==> src/include/irq_pkg.sv <==
package irq_pkg;
  localparam logic [7:0] FLAGS1_ADDR = 8'h0c;
  localparam logic [7:0] ENABLES2_ADDR = 8'h8d;
  localparam logic [7:0] FLAGS1_RESET = 8'h00;
  localparam logic [7:0] ENABLES2_RESET = 8'h00;
  localparam int CONV_BIT = 6;
  localparam int SERIAL_BIT = 3;
  localparam int CCP_BIT = 2;
  localparam int TIMER_TWO_BIT = 1;
  localparam int TIMER_ONE_BIT = 0;
  localparam int EE_EN_BIT = 4;
  localparam int BCL_EN_BIT = 3;
  localparam logic [7:0] FLAGS1_EVENT_MASK = 8'h4f;
  localparam logic [7:0] FLAGS1_RSVD_MASK = 8'hb0;
  localparam logic [7:0] ENABLES2_IMPL_MASK = 8'h59;
  localparam logic [7:0] ENABLES2_RSVD_MASK = 8'h41;

  typedef enum logic [1:0] {SSP_OFF, SSP_SPI, SSP_I2C_SLAVE, SSP_I2C_MASTER} ssp_mode_t;
  typedef enum logic [1:0] {CCP_OFF, CCP_CAPTURE, CCP_COMPARE, CCP_PWM} ccp_mode_t;

  // APB register map of the controller end
  localparam logic [11:0] CTRL_OFS = 12'h000;
  localparam logic [11:0] CMD_OFS = 12'h004;
  localparam logic [11:0] STATUS_OFS = 12'h008;
  localparam logic [11:0] EVENT_OFS = 12'h00c;
  localparam int CTRL_GIE_BIT = 0;
  localparam int CTRL_PERIPHERAL_IRQ_GATE_BIT = 1;
  localparam int CTRL_EE_FLAG_BIT = 2;
  localparam int CTRL_BCL_FLAG_BIT = 3;
  localparam int CTRL_SSP_IDLE_BIT = 4;
  localparam int CTRL_EN1_LSB = 8;
  localparam int CTRL_SSP_MODE_LSB = 16;
  localparam int CTRL_CCP_MODE_LSB = 20;
  localparam int CMD_ADDR_LSB = 8;
  localparam int CMD_WRITE_BIT = 16;
  localparam int STATUS_BUSY_BIT = 8;
  localparam int STATUS_IRQ_BIT = 9;
  localparam int EV_CONV_BIT = 0;
  localparam int EV_SSP_XFER_BIT = 1;
  localparam int EV_SSP_SEQ_BIT = 2;
  localparam int EV_SSP_BUS_BIT = 3;
  localparam int EV_CAPTURE_BIT = 4;
  localparam int EV_MATCH_BIT = 5;
  localparam int EV_TIMER_TWO_BIT = 6;
  localparam int EV_TIMER_ONE_BIT = 7;
  localparam logic [31:0] CTRL_RESET = 32'h0000_0000;
endpackage : irq_pkg

==> src/include/irq_link_if.sv <==
`timescale 1ns/1ns
interface irq_link_if;
  import irq_pkg::*;
  logic [7:0] reg_addr;
  logic reg_wr;
  logic reg_rd;
  logic [7:0] reg_wdata;
  logic [7:0] reg_rdata;
  logic conv_done;
  ssp_mode_t ssp_mode;
  logic ssp_xfer_done;
  logic ssp_seq_done;
  logic ssp_bus_cond;
  logic ssp_idle;
  ccp_mode_t ccp_mode;
  logic ccp_capture;
  logic ccp_match;
  logic timer_two_match;
  logic timer_one_overflow;
  logic [7:0] enables_1;
  logic ee_write_flag;
  logic bus_collision_flag;
  logic global_irq_enable;
  logic peripheral_irq_gate;
  logic periph_irq_req;

  modport dev (
    input reg_addr, reg_wr, reg_rd, reg_wdata, conv_done, ssp_mode, ssp_xfer_done, ssp_seq_done,
    input ssp_bus_cond, ssp_idle, ccp_mode, ccp_capture, ccp_match, timer_two_match, timer_one_overflow,
    input enables_1, ee_write_flag, bus_collision_flag, global_irq_enable, peripheral_irq_gate,
    output reg_rdata, periph_irq_req
  );
  modport host (
    output reg_addr, reg_wr, reg_rd, reg_wdata, conv_done, ssp_mode, ssp_xfer_done, ssp_seq_done,
    output ssp_bus_cond, ssp_idle, ccp_mode, ccp_capture, ccp_match, timer_two_match, timer_one_overflow,
    output enables_1, ee_write_flag, bus_collision_flag, global_irq_enable, peripheral_irq_gate,
    input reg_rdata, periph_irq_req
  );
endinterface : irq_link_if

==> src/rtl/irq_flags_host.sv <==
`timescale 1ns/1ns
module irq_flags_host (
  input wire logic MCLK, // System clock
  input wire logic RST, // Asynchronous reset, active high
  input wire logic PSEL, // APB select
  input wire logic PENABLE, // APB access phase
  input wire logic PWRITE, // APB direction
  input wire logic [11:0] PADDR, // APB byte address
  input wire logic [31:0] PWDATA, // APB write data
  output logic [31:0] PRDATA, // APB read data
  output logic PREADY, // APB ready
  output logic PSLVERR, // APB error on unmapped address
  irq_link_if.host LINK // Link to the flag device
);
  import irq_pkg::*;

  typedef enum logic [1:0] {PH_IDLE, PH_ISSUE, PH_CAPTURE} phase_t;

  typedef struct packed {
    logic [31:0] ctrl;
    logic [7:0] events;
    logic [7:0] addr;
    logic [7:0] wdata;
    logic write;
    logic link_wr;
    logic link_rd;
    phase_t phase;
    logic [7:0] rdata;
    logic [31:0] prdata;
  } host_state_t;

  host_state_t state_reg;
  host_state_t state_next;
  logic wr_access;

  function automatic logic mapped(input logic [11:0] a);
    return (a == CTRL_OFS) || (a == CMD_OFS) || (a == STATUS_OFS) || (a == EVENT_OFS);
  endfunction : mapped

  // Software is trusted to keep reserved positions clear; the relay forces them anyway
  function automatic logic [7:0] scrub(input logic [7:0] a, input logic [7:0] d);
    logic [7:0] v;
    v = d;
    if (a == FLAGS1_ADDR)
    begin
      v = d & ~FLAGS1_RSVD_MASK;
    end
    else if (a == ENABLES2_ADDR)
    begin
      v = d & ~ENABLES2_RSVD_MASK;
    end
    return v;
  endfunction : scrub

  assign wr_access = PSEL && PENABLE && PWRITE;

  always_comb
  begin
    state_next = state_reg;
    state_next.events = 8'h00;
    state_next.link_wr = 1'b0;
    state_next.link_rd = 1'b0;
    // Read data is prepared in the setup cycle so the answer needs no wait state
    if (PSEL && !PENABLE)
    begin
      state_next.prdata = 32'h0000_0000;
      case (PADDR)
        CTRL_OFS: state_next.prdata = state_reg.ctrl;
        CMD_OFS: state_next.prdata = {15'h0000, state_reg.write, state_reg.addr, state_reg.wdata};
        STATUS_OFS: state_next.prdata = {22'h000000, LINK.periph_irq_req,
          (state_reg.phase != PH_IDLE), state_reg.rdata};
        default: state_next.prdata = 32'h0000_0000;
      endcase
    end
    if (wr_access && (PADDR == CTRL_OFS))
    begin
      state_next.ctrl = PWDATA;
    end
    if (wr_access && (PADDR == EVENT_OFS))
    begin
      state_next.events = PWDATA[7:0];
    end
    case (state_reg.phase)
      PH_IDLE:
      begin
        // Clearing a stale flag before enabling it is left to the order of commands
        if (wr_access && (PADDR == CMD_OFS))
        begin
          state_next.addr = PWDATA[CMD_ADDR_LSB +: 8];
          state_next.write = PWDATA[CMD_WRITE_BIT];
          state_next.wdata = scrub(PWDATA[CMD_ADDR_LSB +: 8], PWDATA[7:0]);
          state_next.link_wr = PWDATA[CMD_WRITE_BIT];
          state_next.link_rd = !PWDATA[CMD_WRITE_BIT];
          state_next.phase = PH_ISSUE;
        end
      end
      PH_ISSUE: state_next.phase = PH_CAPTURE;
      PH_CAPTURE:
      begin
        if (!state_reg.write)
        begin
          state_next.rdata = LINK.reg_rdata;
        end
        state_next.phase = PH_IDLE;
      end
      default: state_next.phase = PH_IDLE;
    endcase
  end

  always_ff @(posedge MCLK or posedge RST)
  begin
    if (RST)
    begin
      state_reg <= '{ctrl: CTRL_RESET, events: 8'h00, addr: 8'h00, wdata: 8'h00, write: 1'b0,
        link_wr: 1'b0, link_rd: 1'b0, phase: PH_IDLE, rdata: 8'h00, prdata: 32'h0000_0000};
    end
    else
    begin
      state_reg <= state_next;
    end
  end

  assign PRDATA = state_reg.prdata;
  assign PREADY = 1'b1;
  assign PSLVERR = PSEL && PENABLE && !mapped(PADDR);
  assign LINK.reg_addr = state_reg.addr;
  assign LINK.reg_wdata = state_reg.wdata;
  assign LINK.reg_wr = state_reg.link_wr;
  assign LINK.reg_rd = state_reg.link_rd;
  assign LINK.global_irq_enable = state_reg.ctrl[CTRL_GIE_BIT];
  assign LINK.peripheral_irq_gate = state_reg.ctrl[CTRL_PERIPHERAL_IRQ_GATE_BIT];
  assign LINK.ee_write_flag = state_reg.ctrl[CTRL_EE_FLAG_BIT];
  assign LINK.bus_collision_flag = state_reg.ctrl[CTRL_BCL_FLAG_BIT];
  assign LINK.ssp_idle = state_reg.ctrl[CTRL_SSP_IDLE_BIT];
  assign LINK.enables_1 = state_reg.ctrl[CTRL_EN1_LSB +: 8];
  assign LINK.ssp_mode = ssp_mode_t'(state_reg.ctrl[CTRL_SSP_MODE_LSB +: 2]);
  assign LINK.ccp_mode = ccp_mode_t'(state_reg.ctrl[CTRL_CCP_MODE_LSB +: 2]);
  assign LINK.conv_done = state_reg.events[EV_CONV_BIT];
  assign LINK.ssp_xfer_done = state_reg.events[EV_SSP_XFER_BIT];
  assign LINK.ssp_seq_done = state_reg.events[EV_SSP_SEQ_BIT];
  assign LINK.ssp_bus_cond = state_reg.events[EV_SSP_BUS_BIT];
  assign LINK.ccp_capture = state_reg.events[EV_CAPTURE_BIT];
  assign LINK.ccp_match = state_reg.events[EV_MATCH_BIT];
  assign LINK.timer_two_match = state_reg.events[EV_TIMER_TWO_BIT];
  assign LINK.timer_one_overflow = state_reg.events[EV_TIMER_ONE_BIT];
endmodule : irq_flags_host

==> src/flat_wrapper.sv <==
// flat-port wrapper written by rule: the top's interface ports become plain ports
module irq_flags_host_flat import irq_pkg::*;
  (MCLK, RST, PSEL, PENABLE, PWRITE, PADDR, PWDATA, PRDATA, PREADY, PSLVERR, LINK_reg_addr, LINK_reg_wr, LINK_reg_rd, LINK_reg_wdata, LINK_conv_done, LINK_ssp_mode, LINK_ssp_xfer_done, LINK_ssp_seq_done, LINK_ssp_bus_cond, LINK_ssp_idle, LINK_ccp_mode, LINK_ccp_capture, LINK_ccp_match, LINK_timer_two_match, LINK_timer_one_overflow, LINK_enables_1, LINK_ee_write_flag, LINK_bus_collision_flag, LINK_global_irq_enable, LINK_peripheral_irq_gate, LINK_reg_rdata, LINK_periph_irq_req);
  irq_link_if LINK_i ();
  input wire logic MCLK;
  input wire logic RST;
  input wire logic PSEL;
  input wire logic PENABLE;
  input wire logic PWRITE;
  input wire logic [11:0] PADDR;
  input wire logic [31:0] PWDATA;
  output logic [31:0] PRDATA;
  output logic PREADY;
  output logic PSLVERR;
  output wire logic [$bits(LINK_i.reg_addr)-1:0] LINK_reg_addr;
  output wire logic [$bits(LINK_i.reg_wr)-1:0] LINK_reg_wr;
  output wire logic [$bits(LINK_i.reg_rd)-1:0] LINK_reg_rd;
  output wire logic [$bits(LINK_i.reg_wdata)-1:0] LINK_reg_wdata;
  output wire logic [$bits(LINK_i.conv_done)-1:0] LINK_conv_done;
  output wire logic [$bits(LINK_i.ssp_mode)-1:0] LINK_ssp_mode;
  output wire logic [$bits(LINK_i.ssp_xfer_done)-1:0] LINK_ssp_xfer_done;
  output wire logic [$bits(LINK_i.ssp_seq_done)-1:0] LINK_ssp_seq_done;
  output wire logic [$bits(LINK_i.ssp_bus_cond)-1:0] LINK_ssp_bus_cond;
  output wire logic [$bits(LINK_i.ssp_idle)-1:0] LINK_ssp_idle;
  output wire logic [$bits(LINK_i.ccp_mode)-1:0] LINK_ccp_mode;
  output wire logic [$bits(LINK_i.ccp_capture)-1:0] LINK_ccp_capture;
  output wire logic [$bits(LINK_i.ccp_match)-1:0] LINK_ccp_match;
  output wire logic [$bits(LINK_i.timer_two_match)-1:0] LINK_timer_two_match;
  output wire logic [$bits(LINK_i.timer_one_overflow)-1:0] LINK_timer_one_overflow;
  output wire logic [$bits(LINK_i.enables_1)-1:0] LINK_enables_1;
  output wire logic [$bits(LINK_i.ee_write_flag)-1:0] LINK_ee_write_flag;
  output wire logic [$bits(LINK_i.bus_collision_flag)-1:0] LINK_bus_collision_flag;
  output wire logic [$bits(LINK_i.global_irq_enable)-1:0] LINK_global_irq_enable;
  output wire logic [$bits(LINK_i.peripheral_irq_gate)-1:0] LINK_peripheral_irq_gate;
  input wire logic [$bits(LINK_i.reg_rdata)-1:0] LINK_reg_rdata;
  input wire logic [$bits(LINK_i.periph_irq_req)-1:0] LINK_periph_irq_req;
  assign LINK_reg_addr = LINK_i.reg_addr;
  assign LINK_reg_wr = LINK_i.reg_wr;
  assign LINK_reg_rd = LINK_i.reg_rd;
  assign LINK_reg_wdata = LINK_i.reg_wdata;
  assign LINK_conv_done = LINK_i.conv_done;
  assign LINK_ssp_mode = LINK_i.ssp_mode;
  assign LINK_ssp_xfer_done = LINK_i.ssp_xfer_done;
  assign LINK_ssp_seq_done = LINK_i.ssp_seq_done;
  assign LINK_ssp_bus_cond = LINK_i.ssp_bus_cond;
  assign LINK_ssp_idle = LINK_i.ssp_idle;
  assign LINK_ccp_mode = LINK_i.ccp_mode;
  assign LINK_ccp_capture = LINK_i.ccp_capture;
  assign LINK_ccp_match = LINK_i.ccp_match;
  assign LINK_timer_two_match = LINK_i.timer_two_match;
  assign LINK_timer_one_overflow = LINK_i.timer_one_overflow;
  assign LINK_enables_1 = LINK_i.enables_1;
  assign LINK_ee_write_flag = LINK_i.ee_write_flag;
  assign LINK_bus_collision_flag = LINK_i.bus_collision_flag;
  assign LINK_global_irq_enable = LINK_i.global_irq_enable;
  assign LINK_peripheral_irq_gate = LINK_i.peripheral_irq_gate;
  assign LINK_i.reg_rdata = LINK_reg_rdata;
  assign LINK_i.periph_irq_req = LINK_periph_irq_req;
  irq_flags_host u_core (.MCLK(MCLK), .RST(RST), .PSEL(PSEL), .PENABLE(PENABLE), .PWRITE(PWRITE), .PADDR(PADDR), .PWDATA(PWDATA), .PRDATA(PRDATA), .PREADY(PREADY), .PSLVERR(PSLVERR), .LINK(LINK_i));
endmodule
==> config.mk <==
export PLATFORM = sky130hd
export DESIGN_NAME = irq_flags_host_flat
export DESIGN_NICKNAME = d
export VERILOG_FILES = /design/src/include/irq_pkg.sv /design/src/include/irq_link_if.sv /design/src/rtl/irq_flags_host.sv /design/src/flat_wrapper.sv
export SDC_FILE = /design/constraint.sdc
export NUM_CORES = 1
export LEC_CHECK = 0
export ABC_AREA = 1
export CAP_MARGIN = 20
export CORE_MARGIN = 2
export CORE_UTILIZATION = 53
export CTS_BUF_LIST = sky130_fd_sc_hd__clkbuf_8 sky130_fd_sc_hd__clkbuf_16
export CTS_CLUSTER_DIAMETER = 60
export DETAILED_ROUTE_END_ITERATION = 6
export DONT_BUFFER_PORTS = 1
export PLACE_DENSITY = 0.69
export SLEW_MARGIN = 20
export SYNTH_ARGS = -nofsm -noshare
export SYNTH_HDL_FRONTEND = slang
export SYNTH_SLANG_ARGS = --single-unit
==> constraint.sdc <==
create_clock -name MCLK -period 6 [get_ports MCLK]
set_input_delay 0.6 -clock MCLK [delete_from_list [all_inputs] [get_ports MCLK]]
set_output_delay 0.6 -clock MCLK [all_outputs]
set_load 0.01 [all_outputs]
==> impl_metrics.json, run 1 <==
{
  "status": "complete, no violations",
  "syn-num-nets": 597,
  "drive_gt1_share_pct": 11.84,
  "async_flop_share_pct": 100.0,
  "hold_class": "primary input to async pin",
  "synthMostInstantiatedCell": "nand2_1",
  "rsz0062_at_grt": "no",
  "wl_per_cell_um": 17.08,
  "antenna_found_initial": 0,
  "timing.rr.start": "u_core.state_reg[40]",
  "hpwl_um": 7090,
  "fmax_mhz": 388.9,
  "largest_reg_flops": 32,
  "cts_hold_buf": 0,
  "synthTopCellsByArea": "dfrtp_1 (52%), nand2_1 (11%), buf_4 (10%)",
  "clk_latency_ns": 0.36,
  "syn_inst": 539,
  "cts_buffers": 9,
  "vias": 3125,
  "place_inst": 565,
  "grt_max_degree": 65,
  "worst-setup-path-type": "primary input to flop",
  "fp.coreArea_um2": 8806,
  "fin_cells": 581,
  "ys_warn_count": 0,
  "switchingPower_mw": 0.2814,
  "power.density_nw_per_um2": 254.6,
  "finalCriticalPeriod_ns": 2.571,
  "syn_area_um2": 4846,
  "hold_viol": 0,
  "critPathCaptureType": "flop",
  "critPathMaxFanout": 50,
  "synth_top_area_cell": "dfrtp_1",
  "clockPowerShare_pct": 37.7,
  "fp.dieW_um": 99.62,
  "pre_cts_slack_ns": 3.076,
  "drv_slew": 0,
  "crit_path_start": "PADDR[11]",
  "viasPerCell": 5.379,
  "power_mw": 1.172,
  "htree_levels": 3,
  "ctsRootBufferMaster": "clkbuf_8",
  "start_util_pct": 55.03,
  "power_frac_comb_pct": 3.8,
  "leakage_nw": 2.310,
  "drtIter0Drc": 186,
  "detail-route-antenna-nets": 0,
  "setup-violations-final": 0,
  "clk_path_buf_depth": 2,
  "routed_wl_um": 9923,
  "ir_worst_vdd_mv": 0.1247,
  "worstPathRequired_ns": 6.24,
  "tightestPinTransition_ns": 1.050,
  "numClockSinks": 101,
  "cp.arrival_ns": 2.82,
  "dieHeight_um": 99.62,
  "port_buffers": 0,
  "ys_ff_latch": 101,
  "drc_errors": 0,
  "cts_tree": "built",
  "cts_setup_buffers": 0,
  "synth_common_cells": "nand2_1 (140), dfrtp_1 (101), buf_4 (67)",
  "grt.overflow.total": 0,
  "maxCapViolations": 0,
  "firstDrtPassIters": 5,
  "fin_crit_sh_pct": 42.86,
  "nNetsFinal": 526,
  "ctsResizeCount": 0,
  "grt_pass1_vias": 2991,
  "fin_hold_ws_ns": 0.1757,
  "relSlewSlack_pct": 29.86,
  "n_antenna_cell": 0,
  "ioPinCount": 135,
  "syn_to_final_growth_pct": -4.983,
  "synth_top_area_share_pct": 52.16,
  "track_usage_pct": 20.26,
  "switching_share_pct": 24.01,
  "synth_flop_cell": "dfrtp_1",
  "place.gp.congestion": 0.8472,
  "die_area_um2": 9924,
  "pwr-share-seq_pct": 58.5,
  "final.setup.worst_slack_ns": 3.429,
  "ys_types": 26,
  "synth_edf_count": 0,
  "setup_tns_ns": 0,
  "postSynthAreaPerCell_um2": 8.991,
  "startpoint_type": "primary input",
  "rows": 34,
  "synth_seq_area_share_pct": 52.16,
  "grt_pass1_wl_um": 15600,
  "clock_skew_ns": 0.009290,
  "clk_pin_slew_ns": 0.10,
  "p_int_mw": 0.8907
}
==> worst max-delay path, stage by stage <==
cell and delay (ns):
nor2_1 0.08, nand2_1 0.09, nor2_4 0.82, nand4_4 0.76
nor2_1 0.35, nor2_1 0.08
==> cell usage in the layout, fill, tap and decap left out <==
master,netlist,layout
inv_6,0,1
clkbuf_8,0,9
o21ai_0,26,26
inv_1,42,41
nand3_1,57,57
nand2_2,2,2
o21ai_2,16,16
clkinv_4,0,2
inv_2,1,1
nor2_4,2,2
a21oi_1,1,1
nand4_4,1,1
dfrtp_1,101,101
nor2_1,19,19
nand2_1,140,140
nor2_8,2,2
inv_8,0,1
bufinv_16,0,1
mux2_2,8,8
buf_4,67,3
nand2_4,1,1
nand3_4,1,1
conb_1,1,1
clkinvlp_4,0,2
nand4_1,3,3
or2_2,1,1
o21ai_1,27,27
nor2_2,1,1
inv_4,0,1
and2_1,1,1
==> final timing paths <==
check	to	slack (ns)	cells past startpoint
max in group asynchronous	u_core.LINK.reg_addr[1]	4.74	2
min in group MCLK	u_core.LINK.reg_rd	0.31	1
worst max-delay path	u_core.state_reg[44]	3.43	6
worst min-delay path	u_core.PRDATA[25]	0.18	1
worst min register to register	u_core.state_reg[41]	0.44	1
worst max register to register	u_core.state_reg[44]	4.15	5
==> layout make-up <==
class                           instances  area, µm²
Inverter                               43      163.9
Timing Repair Buffer                    3      22.52
Multi-Input combinational cell        310       1549
Clock inverter                          7      82.58
Tap cell                              108      135.1
Clock buffer                            9      123.9
Fill cell                             809       4202
Sequential cell                       101       2527
==> cells by family (layout without fill, tap and decap cells) <==
group | Yosys count | after routing | share of synthesized area [%]
multiplexers | 8 | 8 | 1.859
buffers and inverters | 128 | 62 | 15.88
flip-flops | 101 | 101 | 52.16
other | 1 | 1 | 0.07739
AO/OA/AOI/OAI | 70 | 70 | 8.469
AND/OR/NAND/NOR | 231 | 231 | 21.56
==> per-stage QoR <==
| step | area, µm² | utilization, % |
|---|---|---|
| after floorplan | 4846 | - |
| after global placement | 4398 | 49.94 |
| after detailed placement | 4398 | 49.94 |
| after CTS | 4604 | 52.29 |
| after global routing | 4604 | 52.29 |
| final | 4604 | 52.29 |
==> power groups by stage <==
| stage | sequential [mW] | combinational [mW] | clock, mW |
|---|---|---|---|
| 6_report | 0.685 | 0.0443 | 0.442 |
| 5_1_grt | 0.686 | 0.0503 | 0.481 |
| 4_1_cts | 0.685 | 0.0455 | 0.453 |
| 3_5_place_dp | 0.699 | 0.0454 | 0 |
| 3_3_place_gp | 0.699 | 0.0443 | 0 |
| 2_1_floorplan | 0.698 | 0.0354 | 0 |
==> layer usage <==
layer | track usage [%] | share of wire [%]
met2 | 31.81 | 46
met3 | 8.152 | 9.5
met1 | 26.30 | 43
met5 | 0 | 0
met4 | 5.479 | 1.1
Power figures use the tool's default switching activity.
==> inputs of run 2 (changes only) <==
Settings changed: ABC_AREA 1 to 0, PLACE_DENSITY 0.69 to 0.72.
Clock period 6 ns to 2.3 ns, I/O delays scaled along.
==> run 2 against run 1 <==
  * Final cell count is 22% lower
  * Critical path type is now flop to flop
  * Largest cell class unchanged
  * First-iteration DRC count is 44% lower
  * Worst hold slack worse by 0.16 ns
==> impl_metrics.json, run 2 <==
{
  "clock_skew_ns": 0.01081,
  "syn-num-nets": 426,
  "routed_wl_um": 9442,
  "start_util_pct": 53.83,
  "syn_inst": 368,
  "cts_tree": "built",
  "synth_top_area_share_pct": 54.64,
  "hold-path-endpoint": "u_core.LINK.reg_wdata[5]",
  "final_cell_mix": "dfrtp_1 (101), dlygate4sd3_1 (31), mux2_1 (30)",
  "synth_seq_area_share_pct": 54.64,
  "hold_viol": 0,
  "grt_pass1_vias": 2716,
  "layout_commonest_cell": "dfrtp_1",
  "detail-route-antenna-nets": 0,
  "worst-setup-path-type": "flop to flop",
  "synth_common_cells": "dfrtp_1 (101), buf_4 (62), mux2_1 (30)",
  "synthTopCellsByArea": "dfrtp_1 (55%), buf_4 (10%), mux2_1 (7.3%)",
  "drive_gt1_share_pct": 15.65,
  "maxCapViolations": 0,
  "htree_levels": 3,
  "cp.arrival_ns": 1.92,
  "ioPinCount": 135,
  "critPathCaptureType": "flop",
  "clk_latency_ns": 0.35,
  "grt_max_degree": 40,
  "r2r_end": "u_core.state_reg[44]",
  "ff2ff_path_depth": 3,
  "design_area_um2": 4832,
  "rsz0062_at_grt": "no",
  "hold_class": "primary input to flop",
  "grt.overflow.total": 0,
  "fin_crit_sh_pct": 73.33,
  "grt_pass1_wl_um": 15190,
  "clk_pin_slew_ns": 0.10,
  "whs_path_depth": 2,
  "dieHeight_um": 97.42,
  "drtIter0Drc": 105,
  "critPathMaxFanout": 17,
  "syn_to_final_growth_pct": 4.463,
  "largest_reg_flops": 32,
  "fp.dieW_um": 97.42,
  "fin_hold_ws_ns": 0.01717,
  "vias": 2587,
  "ctsRootBufferMaster": "clkbuf_8",
  "viasPerCell": 5.711,
  "drv_slew": 0,
  "postSynthAreaPerCell_um2": 12.57,
  "synth_flop_cell": "dfrtp_1",
  "worstPathRequired_ns": 2.53,
  "power_mw": 3.139,
  "clk_path_buf_depth": 2,
  "die_area_um2": 9491,
  "hp-start": "PWDATA[5]",
  "post-route-util_pct": 56.23,
  "leakage_nw": 2.429,
  "dpl_cell_area_um2": 4298,
  "ir_worst_vdd_mv": 0.4515,
  "drc_errors": 0,
  "firstDrtPassIters": 4,
  "cts_buffers": 9,
  "timing.rr.start": "u_core.state_reg[40]",
  "numClockSinks": 101,
  "n_antenna_cell": 0,
  "setup-violations-final": 0,
  "relSlewSlack_pct": 52.27,
  "power.density_nw_per_um2": 649.5,
  "port_buffers": 0,
  "hpwl_um": 6573,
  "wl_per_cell_um": 20.84,
  "synth_top_area_cell": "dfrtp_1",
  "ys_types": 35,
  "fmax_mhz": 592.9,
  "crit_chain": "nor2_1 > nand4_4 > mux2_4",
  "syn_area_um2": 4626,
  "async_flop_share_pct": 100.0,
  "track_usage_pct": 20.61,
  "ctsResizeCount": 0,
  "synthMostInstantiatedCell": "dfrtp_1",
  "r2r_setup_slack_ns": 0.61,
  "ys_ff_latch": 101,
  "slowest_delay_ns": 0.43,
  "tightestPinTransition_ns": 0.7144,
  "place.gp.congestion": 0.7406,
  "finalCriticalPeriod_ns": 1.687,
  "status": "complete, no violations",
  "ys_warn_count": 0,
  "fp.coreArea_um2": 8593,
  "startpoint_type": "flop",
  "synth_edf_count": 0,
  "antenna_found_initial": 0,
  "nNetsFinal": 398,
  "slowest_stage": "nand4_4",
  "setup_tns_ns": 0,
  "rows": 34
}
[run 2: area by class of cell]
cell class	count	area, µm²
clock buffers	10	137.6
clock inverters	6	86.33
fillers	725	3761
inverters	7	30.03
multi-input cells	184	1523
flip-flops and latches	101	2527
well taps	108	135.1
repair buffers	37	392.9
[run 2: metrics by stage]
stage | cells | worst slack (ns)
2_1_floorplan | 368 | 0.5723
3_3_place_gp | 406 | 0.3797
3_5_place_dp | 406 | 0.3457
4_1_cts | 448 | 0.5912
5_1_grt | 453 | 0.4848
6_report | 453 | 0.6133
[run 2: cells by family after synthesis]
family | after synthesis | share of synthesized area (%)
other cells | 1 | 0.08107
buf+inv | 83 | 12.50
mux | 68 | 16.53
flops | 101 | 54.64
simple gates | 69 | 9.089
compound gates | 46 | 7.168
[run 2: worst max-delay path by stage]
stage | depth (start not counted) | slack, ns | start | end
floorplan | 5 | 0.57 | PADDR[5] | u_core.LINK.reg_addr[7]
finish | 3 | 0.61 | u_core.state_reg[40] | u_core.state_reg[44]
global route | 3 | 0.48 | u_core.state_reg[40] | u_core.LINK.reg_addr[1]
global placement | 4 | 0.38 | PADDR[5] | u_core.LINK.reg_wdata[2]
CTS | 3 | 0.59 | u_core.state_reg[40] | u_core.LINK.reg_wdata[1]
detailed placement | 4 | 0.35 | PADDR[5] | u_core.LINK.reg_wdata[1]
[run 2: what timing repair did]
item | 4_1_cts | 5_1_grt
hold buffers | 26 | 5
setup endpoints to repair | 0 | 0
buffers inserted | 0 | 0
hold endpoints to repair | 63 | 6
[run 2: metal layers]
metal / global-route usage, % / up-vias / share of wire (%)
met4: 3.846 / 0 / 0.28
met3: 8.201 / 2 / 11
met1: 26.48 / 1310 / 41
li1: - / 1164 / -
met5: 0 / - / 0
met2: 33.58 / 111 / 49
[run 2: critical path, delay by kind of cell, from the launching register on]
family | cells | cell delay (ns)
DFF | 1 | 0.41
muxes | 1 | 0.43
and+or+nand+nor | 2 | 0.73
[run 2: power by group]
group | internal, mW | switching [mW]
Clock | 0.641 | 0.584
Sequential | 1.78 | 0.00140
Combinational | 0.0614 | 0.0753
Total | 2.48 | 0.661
==> inputs of run 3 (changes only) <==
Settings changed: PLACE_DENSITY 0.72 to 0.69.
Clock period 2.3 ns to 1.7 ns, I/O delays scaled along.
==> run 3 against run 2 <==
  * Final cell count increased by 3.8%
  * Critical path depth increased by 1
  * Setup slack got worse by 0.36 ns
  * Clock power increased by 24%
  * Critical path type unchanged
  * Die area unchanged
  * Routed wire length decreased by 1.3%
  * Via count increased by 2.7%
  * Largest power group unchanged
  * Largest cell class unchanged
  * Core utilization increased by 2.0 points
==> impl_metrics.json, run 3 (synthesis results as in run 2) <==
{
  "fmax_mhz": 693.1,
  "whs_path_depth": 2,
  "status": "complete, no violations",
  "ir_worst_vdd_mv": 0.3919,
  "nNetsFinal": 416,
  "fin_hold_ws_ns": 0.02318,
  "die_area_um2": 9491,
  "grt_max_degree": 43,
  "n_antenna_cell": 0,
  "ff2ff_path_depth": 4,
  "slowest_stage": "dfrtp_1",
  "hold-path-endpoint": "u_core.PRDATA[11]",
  "timing.rr.start": "u_core.state_reg[40]",
  "setup-violations-final": 0,
  "rsz0062_at_grt": "no",
  "viasPerCell": 5.655,
  "routed_wl_um": 9323,
  "grt_pass1_wl_um": 14800,
  "fin_crit_sh_pct": 84.87,
  "htree_levels": 3,
  "layout_commonest_cell": "dfrtp_1",
  "ioPinCount": 135,
  "hpwl_um": 6527,
  "critPathMaxFanout": 17,
  "start_util_pct": 53.83,
  "hp-start": "PADDR[2]",
  "place.gp.congestion": 0.7853,
  "numClockSinks": 101,
  "startpoint_type": "flop",
  "fp.coreArea_um2": 8593,
  "num-fill-cells": 720,
  "final_cell_mix": "dfrtp_1 (101), dlygate4sd3_1 (41), mux2_1 (30)",
  "hold_viol": 0,
  "leakage_nw": 2.503,
  "setup_tns_ns": 0,
  "antenna_found_initial": 0,
  "wl_per_cell_um": 19.84,
  "worstPathRequired_ns": 1.95,
  "ctsResizeCount": 0,
  "clk_pin_slew_ns": 0.10,
  "critPathCaptureType": "flop",
  "slowest_delay_ns": 0.40,
  "maxCapViolations": 0,
  "cts_setup_buffers": 0,
  "drc_errors": 0,
  "track_usage_pct": 20.20,
  "tightestPinTransition_ns": 0.5209,
  "finalCriticalPeriod_ns": 1.443,
  "grt.overflow.total": 0,
  "drv_slew": 0,
  "worst-setup-path-type": "flop to flop",
  "detail-route-antenna-nets": 0,
  "vias": 2658,
  "cp.arrival_ns": 1.69,
  "r2r_end": "u_core.LINK.reg_wdata[3]",
  "drtIter0Drc": 112,
  "relSlewSlack_pct": 65.20,
  "cts_tree": "built",
  "fp.dieW_um": 97.42,
  "clk_latency_ns": 0.36,
  "drive_gt1_share_pct": 16.85,
  "r2r_setup_slack_ns": 0.26,
  "port_buffers": 0,
  "crit_chain": "nor2_1 > nand4_4 > buf_12 > mux2_4",
  "largest_reg_flops": 32,
  "clock_skew_ns": 0.01164,
  "clk_path_buf_depth": 2,
  "hold_class": "primary input to flop",
  "dieHeight_um": 97.42,
  "syn_to_final_growth_pct": 8.196,
  "firstDrtPassIters": 5,
  "rows": 34,
  "power.density_nw_per_um2": 826.0,
  "ctsRootBufferMaster": "clkbuf_8",
  "grt_pass1_vias": 2698,
  "cts_buffers": 9
}
[run 3: timing repair]
action / in CTS / in global routing
setup endpoints to repair: 0 / 0
hold endpoints to repair: 87 / 0
hold buffers: 41 / 0
[run 3: final cells by class]
class / count / area [µm²] / share of cell area [%]
Clock buffer: 10 / 137.6 / 2.750
Clock inverter: 5 / 61.31 / 1.225
Inverter: 7 / 30.03 / 0.6000
Multi-Input combinational cell: 184 / 1523 / 30.42
Sequential cell: 101 / 2527 / 50.50
Tap cell: 108 / 135.1 / 2.700
Timing Repair Buffer: 55 / 590.6 / 11.80
[run 3: metal layers]
layer / share of wire [%] / global-route usage, %
met5: 0 / 0
met4: 1.1 / 5.342
met3: 7.7 / 7.986
met2: 49 / 31.46
met1: 42 / 26.62
[run 3: report_power, final]
| group | switching [mW] | total, mW | leakage, nW | internal [mW] |
|---|---|---|---|---|
| clock | 0.806 | 1.52 | 0.0906 | 0.715 |
| combinational | 0.109 | 0.210 | 1.03 | 0.101 |
| sequential | 0.00187 | 2.40 | 1.39 | 2.40 |
| total | 0.917 | 4.13 | 2.50 | 3.22 |
[run 3: worst max path at each step]
stage | start | endpoint | slack [ns] | cells after the start
floorplan | PADDR[5] | u_core.LINK.reg_addr[7] | 0.03 | 5
global placement | PADDR[5] | u_core.LINK.enables_1[4] | 0.04 | 5
detailed placement | PADDR[5] | u_core.state_reg[74] | 0.01 | 5
CTS | u_core.state_reg[40] | u_core.LINK.reg_wdata[1] | 0.26 | 4
global route | u_core.state_reg[40] | u_core.LINK.reg_wdata[1] | 0.22 | 4
finish | u_core.state_reg[40] | u_core.LINK.reg_wdata[3] | 0.26 | 4
[run 3: through the flow]
stage	instances	total power, mW	setup WS, ns	utilization, %	cell area (µm²)
5_1_grt	470	4.291	0.2181	58.24	5005
3_5_place_dp	414	2.579	0.009630	51.15	4395
3_3_place_gp	414	2.577	0.03989	51.15	4395
6_report	470	4.134	0.2572	58.24	5005
2_1_floorplan	368	2.552	0.03231	-	4629
4_1_cts	470	4.175	0.2589	58.24	5005
[run 3: critical path: cells and delay by family (launching register included)]
| family | cells | cell delay, ns |
|---|---|---|
| mux | 1 | 0.30 |
| simple gates | 2 | 0.44 |
| buf+inv | 1 | 0.19 |
| flops | 1 | 0.40 |
